===== src/flash_guard_pkg.sv =====
// constants for the flash write guard and access status block
// What this block does
// - program, erase and blank check are blocked unless the guard field holds 01
// - guard register bits 7 to 2 read zero; software writes zero there
// - guard register returns to reset value on every listed reset and standby entry
// - status bit 3 reads 1 after a data flash access violation
// - status bit 4 reads 1 while the sequencer is command locked
// - status bit 7 reads 1 after a code flash access violation
// - status bits 2:1 and 6:5 read zero; software writes zero there
// - violation flag clears only on a 0 written after reading 1
// - code violation, data violation or lock set puts sequencer in locked state
// - correction flag sets on a corrected single-bit error in sequencer reads
// - lock flag clears on status clear or forced stop start with violations zero
package flash_guard_pkg;
   localparam int          ADDR_W            = 24;
   localparam int          DATA_W            = 8;
   localparam logic [23:0] GUARD_OFFSET      = 24'h08C296;
   localparam logic [23:0] STATUS_OFFSET     = 24'h7FE010;
   // guard register field
   localparam int          GUARD_LSB         = 0;
   localparam int          GUARD_MSB         = 1;
   localparam logic [1:0]  GUARD_RESET       = 2'h2;
   localparam logic [1:0]  GUARD_PERMIT      = 2'h1;
   // status register bit positions
   localparam int          CORR_BIT          = 0;
   localparam int          DATA_VIOL_BIT     = 3;
   localparam int          LOCK_BIT          = 4;
   localparam int          CODE_VIOL_BIT     = 7;
   localparam logic [7:0]  STATUS_RESET      = 8'h00;
   // operation kinds gated by the guard
   localparam int          OP_CODE_FLASH     = 0;
   localparam int          OP_DATA_FLASH     = 1;
   localparam int          OP_OPTION_MEM     = 2;
   localparam int          OP_LOCK_BITS      = 3;
   localparam int          OP_BLANK_CHECK    = 4;
   localparam int          OP_KINDS          = 5;
   // reset and standby sources of the guard register
   localparam int          RST_SOURCES       = 10;
   localparam int          SYNC_STAGES       = 2;
endpackage : flash_guard_pkg


===== src/flash_write_guard_and_access_status.sv =====
// write guard register, access status register and operation gating
`timescale 1ns/10ps
module flash_write_guard_and_access_status (
   input  wire logic                                 clk,              // 40 MHz clock
   input  wire logic                                 reset,            // sync, active high
   input  wire logic [flash_guard_pkg::ADDR_W-1:0]   regAddr,          // register address
   input  wire logic                                 regWrite,         // write strobe
   input  wire logic                                 regRead,          // read strobe
   input  wire logic [flash_guard_pkg::DATA_W-1:0]   regWdata,         // write data
   output logic      [flash_guard_pkg::DATA_W-1:0]   regRdata,         // read data
   output logic                                      regAck,           // access done
   input  wire logic [flash_guard_pkg::OP_KINDS-1:0] opRequest,        // op start requests
   output logic      [flash_guard_pkg::OP_KINDS-1:0] opGrant,          // ops let through
   output logic                                      guardPermits,     // guard field is 01
   input  wire logic [flash_guard_pkg::RST_SOURCES-1:0] guardResetSrc, // async reset sources
   input  wire logic                                 correctedEvent,   // 1-bit error fixed
   input  wire logic                                 dataViolEvent,    // data flash violation
   input  wire logic                                 codeViolEvent,    // code flash violation
   input  wire logic                                 lockEvent,        // other sequencer error
   input  wire logic                                 statusClearStart, // status clear begins
   input  wire logic                                 forcedStopStart,  // forced stop begins
   input  wire logic                                 forcedCorrFlag,   // correction flag of fsm
   output logic                                      commandLocked     // locked state
);
   // guard reset sources: external_reset_pin, power-on, three voltage monitors,
   // two watchdogs, software reset, software standby and deep software standby
   logic [flash_guard_pkg::RST_SOURCES-1:0] resetSrcSync;
   logic [1:0]                              guard_q;
   logic [1:0]                              guard_d;
   logic                                    corr_q;
   logic                                    corr_d;
   logic                                    dataViol_q;
   logic                                    dataViol_d;
   logic                                    codeViol_q;
   logic                                    codeViol_d;
   logic                                    lock_q;
   logic                                    lock_d;
   logic                                    dataArmed_q;
   logic                                    dataArmed_d;
   logic                                    codeArmed_q;
   logic                                    codeArmed_d;
   logic [flash_guard_pkg::DATA_W-1:0]      rdata_q;
   logic [flash_guard_pkg::DATA_W-1:0]      rdata_d;
   logic                                    ack_q;
   logic [flash_guard_pkg::OP_KINDS-1:0]    grant_q;
   logic                                    permit_q;
   logic                                    locked_q;

   flash_level_sync #(
      .WIDTH    (flash_guard_pkg::RST_SOURCES)
   ) u_reset_sync (
      .clk      (clk),
      .reset    (reset),
      .levelIn  (guardResetSrc),
      .levelOut (resetSrcSync)
   );

   // address decoding
   wire hitGuard    = (regAddr == flash_guard_pkg::GUARD_OFFSET);
   wire hitStatus   = (regAddr == flash_guard_pkg::STATUS_OFFSET);
   wire wrGuard     = regWrite & hitGuard;
   wire wrStatus    = regWrite & hitStatus;
   wire rdStatus    = regRead & hitStatus;
   wire guardReinit = |resetSrcSync;

   // status image with reserved bits tied low
   wire [7:0] statusImage = {codeViol_q,
                             2'b00,
                             lock_q,
                             dataViol_q,
                             2'b00,
                             corr_q};
   wire [7:0] guardImage  = {6'h00, guard_q};

   // a 0 written to a violation flag counts only once it was read as 1
   wire clrData = wrStatus & ~regWdata[flash_guard_pkg::DATA_VIOL_BIT] & dataArmed_q;
   wire clrCode = wrStatus & ~regWdata[flash_guard_pkg::CODE_VIOL_BIT] & codeArmed_q;
   wire cmdStart    = statusClearStart | forcedStopStart;
   wire clrCorr     = forcedStopStart & forcedCorrFlag;
   wire violsClear  = ~dataViol_q & ~codeViol_q;
   wire setLock     = lockEvent | dataViolEvent | codeViolEvent;
   wire clrLock     = cmdStart & violsClear;

   // guard field next value; any reset source forces the reset pattern
   always_comb begin
      guard_d = guard_q;
      if (guardReinit) begin
         guard_d = flash_guard_pkg::GUARD_RESET;
      end else if (wrGuard) begin
         guard_d = regWdata[flash_guard_pkg::GUARD_MSB:flash_guard_pkg::GUARD_LSB];
      end
   end

   // correction flag: set beats clear so no event is lost
   always_comb begin
      corr_d = corr_q;
      if (correctedEvent) begin
         corr_d = 1'b1;
      end else if (clrCorr) begin
         corr_d = 1'b0;
      end
   end

   // violation flags: sticky, set wins over a simultaneous software clear
   always_comb begin
      dataViol_d = dataViol_q;
      codeViol_d = codeViol_q;
      if (dataViolEvent) begin
         dataViol_d = 1'b1;
      end else if (clrData) begin
         dataViol_d = 1'b0;
      end
      if (codeViolEvent) begin
         codeViol_d = 1'b1;
      end else if (clrCode) begin
         codeViol_d = 1'b0;
      end
   end

   // read-before-clear tracking; a clear or a new flag disarms it
   always_comb begin
      dataArmed_d = dataArmed_q;
      codeArmed_d = codeArmed_q;
      if (dataViolEvent | clrData) begin
         dataArmed_d = 1'b0;
      end else if (rdStatus & dataViol_q) begin
         dataArmed_d = 1'b1;
      end
      if (codeViolEvent | clrCode) begin
         codeArmed_d = 1'b0;
      end else if (rdStatus & codeViol_q) begin
         codeArmed_d = 1'b1;
      end
   end

   // lock flag: entering the locked state beats a release in the same cycle
   always_comb begin
      lock_d = lock_q;
      if (setLock) begin
         lock_d = 1'b1;
      end else if (clrLock) begin
         lock_d = 1'b0;
      end
   end

   // read data mux; unmapped addresses read zero
   always_comb begin
      rdata_d = '0;
      if (regRead & hitGuard) begin
         rdata_d = guardImage;
      end else if (rdStatus) begin
         rdata_d = statusImage;
      end
   end

   // permission decode: only the single 01 pattern lets work through
   wire permitNow = (guard_q == flash_guard_pkg::GUARD_PERMIT);
   wire [flash_guard_pkg::OP_KINDS-1:0] grantNow =
      opRequest & {flash_guard_pkg::OP_KINDS{permitNow}};

   // guard register
   always_ff @(posedge clk) begin
      if (reset) begin
         guard_q <= flash_guard_pkg::GUARD_RESET;
      end else begin
         guard_q <= guard_d;
      end
   end

   // status flags
   always_ff @(posedge clk) begin
      if (reset) begin
         corr_q     <= flash_guard_pkg::STATUS_RESET[flash_guard_pkg::CORR_BIT];
         dataViol_q <= flash_guard_pkg::STATUS_RESET[flash_guard_pkg::DATA_VIOL_BIT];
         codeViol_q <= flash_guard_pkg::STATUS_RESET[flash_guard_pkg::CODE_VIOL_BIT];
         lock_q     <= flash_guard_pkg::STATUS_RESET[flash_guard_pkg::LOCK_BIT];
      end else begin
         corr_q     <= corr_d;
         dataViol_q <= dataViol_d;
         codeViol_q <= codeViol_d;
         lock_q     <= lock_d;
      end
   end

   // read-before-clear arming
   always_ff @(posedge clk) begin
      if (reset) begin
         dataArmed_q <= 1'b0;
         codeArmed_q <= 1'b0;
      end else begin
         dataArmed_q <= dataArmed_d;
         codeArmed_q <= codeArmed_d;
      end
   end

   // bus answer, one cycle after the strobe
   always_ff @(posedge clk) begin
      if (reset) begin
         rdata_q <= '0;
         ack_q   <= 1'b0;
      end else begin
         rdata_q <= rdata_d;
         ack_q   <= regRead | regWrite;
      end
   end

   // registered outputs; grants lag the request by one cycle, which keeps
   // the gate glitch-free at the cost of a cycle of start latency
   always_ff @(posedge clk) begin
      if (reset) begin
         grant_q  <= '0;
         permit_q <= 1'b0;
         locked_q <= 1'b0;
      end else begin
         grant_q  <= grantNow;
         permit_q <= permitNow;
         locked_q <= lock_d;
      end
   end

   assign regRdata      = rdata_q;
   assign regAck        = ack_q;
   assign opGrant       = grant_q;
   assign guardPermits  = permit_q;
   assign commandLocked = locked_q;
endmodule : flash_write_guard_and_access_status


===== src/flash_level_sync.sv =====
// two-flop synchroniser for a group of level inputs
`timescale 1ns/10ps
module flash_level_sync #(
   parameter int WIDTH = 1
) (
   input  wire logic             clk,      // block clock
   input  wire logic             reset,    // synchronous, active high
   input  wire logic [WIDTH-1:0] levelIn,  // asynchronous levels
   output logic      [WIDTH-1:0] levelOut  // levels in the clock domain
);
   logic [WIDTH-1:0] stage1_q;
   logic [WIDTH-1:0] stage2_q;

   // first stage feeds only the second stage, to keep metastability contained
   always_ff @(posedge clk) begin
      if (reset) begin
         stage1_q <= '0;
         stage2_q <= '0;
      end else begin
         stage1_q <= levelIn;
         stage2_q <= stage1_q;
      end
   end

   assign levelOut = stage2_q;
endmodule : flash_level_sync


===== config.mk =====
export PLATFORM = sky130hd
export DESIGN_NAME = flash_write_guard_and_access_status
export DESIGN_NICKNAME = d
export VERILOG_FILES = /design/src/flash_guard_pkg.sv /design/src/flash_write_guard_and_access_status.sv /design/src/flash_level_sync.sv
export SDC_FILE = /design/constraint.sdc
export NUM_CORES = 1
export LEC_CHECK = 0
export ABC_AREA = 1
export CORE_ASPECT_RATIO = 0.8
export CORE_MARGIN = 1.5
export CORE_UTILIZATION = 53
export CTS_CLUSTER_SIZE = 25
export DETAILED_ROUTE_END_ITERATION = 16
export DONT_BUFFER_PORTS = 1
export GPL_TIMING_DRIVEN = 1
export PLACE_DENSITY_LB_ADDON = 0.12
export SYNTH_ARGS = -nofsm -noshare
export SYNTH_HDL_FRONTEND = slang
export SYNTH_HIERARCHICAL = 1
export SYNTH_SLANG_ARGS = --single-unit

===== constraint.sdc =====
create_clock -name clk -period 1.35 [get_ports clk]
set_input_delay 0.135 -clock clk [delete_from_list [all_inputs] [get_ports clk]]
set_output_delay 0.135 -clock clk [all_outputs]
set_load 0.01 [all_outputs]

==> flow_summary.yaml <==
global_routing:
  grtUsageTotal: 0.189
  grt_pass1_vias: 1121
  grt_max_degree: 26
  overflow: 0
  antenna_found_initial: 0
  grt_pass1_wl_um: 4620
power:
  p_leak_nw: 0.891
  combPwrFrac: 0.073
  switching_share: 0.217
  powerDensity_mw_per_mm2: 1170
  vdd_drop_max_uv: 763
  clockPowerShare: 0.355
  pwr-share-seq: 0.572
  p_switching_uw: 468
  p_int_mw: 1.69
logic_synthesis:
  syn_inst: 195
  synth-simple-area-share: 0.312
  synth_mux_area_frac: 0
  yosys_warnings: 6
  ys_ff_latch: 40
  synthTopCellsByArea: "dfxtp_1, nor2_1, inv_1"
  netlist_area_mm2: 0.00151
  avgSynthCellArea_um2: 7.74
  synthXorXnorAreaFrac: 0
  synth_top_family_by_area: "simple AND/OR/NAND/NOR gates"
  synth_top_cell_by_area: "dfxtp_1"
  synth_top_cell_area_share: 0.531
  yosys.area_share.adder: 0
  ys_types: 22
  synth-seq-area-share: 0.531
  synth_compound_area_frac: 0.0182
critical_path:
  critPathMaxFanout: 4
  cp_data_required_time_ns: 1.56
  path_class: "in2reg"
  end_kind: "register"
  cp.arrival_ns: 1.43
  start_kind: "input pin"
  r2r_cells: 3
clock_network:
  htreeDepth: 2
  numCtsBuffers: 5
  cts_tree: "done"
  root_buffer: "clkbuf_4"
  clkSinkCount: 40
  clk_transition_reported_paths_ns: 0.12
  clk_latency_ns: 0.34
  cts.path.max_buffers: 2
placement:
  gp_congestion: 0.782
  hpwlAfterDp_um: 1860
  portBuffers: 0
  place_ws_ns: 0.309
  place_inst: 230
worst_hold_path:
  hold_path_class: "in2reg"
  hold_path_depth: 3
route:
  routedWlPerCell_um: 10.5
  drc: 0
  drt-total-wl_um: 2760
  antenna_left: 0
  drt_iter0_drc: 37
  vias: 1218
  drtPass1Iterations: 4
  vias_per_cell: 4.63
cells_and_area:
  post-route-util: 0.679
  fill_cells: 233
  layout_commonest_cell: "nor2_1"
  nNetsFinal: 282
  final_cell_mix: "nor2_1, inv_1, dfxtp_1, dlygate4sd3_1, nand2_1"
  antenna_cells: 0
  drive_above_1_share: 0.0756
  syn_to_final_growth_pct: 22.6
  instances_no_fill: 263
timing:
  fin_skew_ns: 0.00752
  tightest_slew_ns: 0.841
  hold_viol_final: 0
  setup_viol: 0
  fmax_mhz: 824
  fin_crit_sh: 0.899
  layout_setup_ws_ns: 0.137
  drv_slew: 0
  holdWs_ns: 0.0341
  rsz0062_at_grt: "false"
  setup_tns_ns: 0
  slew_headroom: 0.437
  period_minus_slack_ns: 1.21
run:
  drv_cap: 0
floorplanning:
  ios: 74
  fp.dieH_um: 50.7
  die_w_um: 62.7
  rows: 17
  coreArea_mm2: 0.00272
  start_util: 0.554
  die_area_mm2: 0.00318
status:
  status: "completed"
==> state kept, by name, indices dropped and copies added (netlist names) <==
signal / count
codeArmed_q: 1
codeViol_q: 1
commandLocked: 1
corr_q: 1
dataArmed_q: 1
dataViol_q: 1
guardPermits: 1
guard_q: 2
opGrant: 5
regAck: 1
regRdata: 5
u_reset_sync/levelOut: 10
u_reset_sync/stage1_q: 10
==> critical path, stage by stage <==
cell	delay, ns
dlygate4sd3_1	0.60
nor2_1	0.10
dlygate4sd3_1	0.55
nor2_1	0.04
==> power by group through the flow <==
| stage | registers, mW | clock network (mW) | logic, mW |
|---|---|---|---|
| after global routing | 1.24 | 0.830 | 0.176 |
| after floorplan | 1.26 | 0 | 0.0910 |
| after detailed placement | 1.26 | 0 | 0.0844 |
| after CTS | 1.23 | 0.787 | 0.155 |
| after global placement | 1.26 | 0 | 0.0800 |
| final | 1.23 | 0.767 | 0.157 |
==> layout make-up <==
| type | instances | area, µm² | share of cell area |
|---|---|---|---|
| inverters | 43 | 161 | 0.0873 |
| clock inverters | 3 | 42.5 | 0.0230 |
| well taps | 38 | 47.5 | 0.0257 |
| flip-flops and latches | 40 | 801 | 0.433 |
| repair buffers | 25 | 250 | 0.135 |
| clock buffers | 5 | 37.5 | 0.0203 |
| multi-input cells | 109 | 509 | 0.275 |
==> stage by stage <==
step	power (mW)	area, µm²
5_1_grt	2.24	1850
6_report	2.16	1850
2_1_floorplan	1.35	1520
3_5_place_dp	1.35	1520
4_1_cts	2.18	1850
3_3_place_gp	1.34	1520
==> metal layers <==
metal	wire length, µm	track usage	part of all wire
met5	0	0	0
met4	40	0.0778	0.014
met1	1220	0.216	0.44
met3	260	0.0717	0.094
met2	1240	0.321	0.45
==> worst paths after layout <==
check                                            from                                   to  slack [ns]
hold reg to reg   u_reset_sync/stage1_q[2]$_SDFF_PP0_  u_reset_sync/levelOut[2]$_SDFF_PP0_        0.41
setup reg to reg                  corr_q$_SDFFE_PP0P_                  corr_q$_SDFFE_PP0P_        0.17
setup / recovery                              regRead                    regAck$_SDFF_PP0_        0.14
hold / removal                               regWrite             dataArmed_q$_SDFFE_PP0P_        0.03
==> cell usage after synthesis (all sizes together) <==
library cell and count:
o31ai 1, buf 5, dfxtp 40, nand2 25, nor4 2, conb 1, a21oi 4, nor3b 1
nand4 7, nor3 2, nand3 6, inv 43, nand3b 2, and3 2, nor2 54
==> cells by family (layout without fill, tap and decap cells) <==
logic type | Yosys count | after routing
AND/OR/NAND/NOR | 101 | 101
buffers and inverters | 48 | 76
flip-flops | 40 | 40
AO/OA/AOI/OAI | 5 | 5
other | 1 | 3
==> what timing repair did <==
action / 4_1_cts / 5_1_grt
buffers inserted: 0 / 0
hold endpoints to repair: 37 / 0
hold buffers: 25 / 0
gates resized for setup: 0 / 0
(Power assumes the default switching activity.)
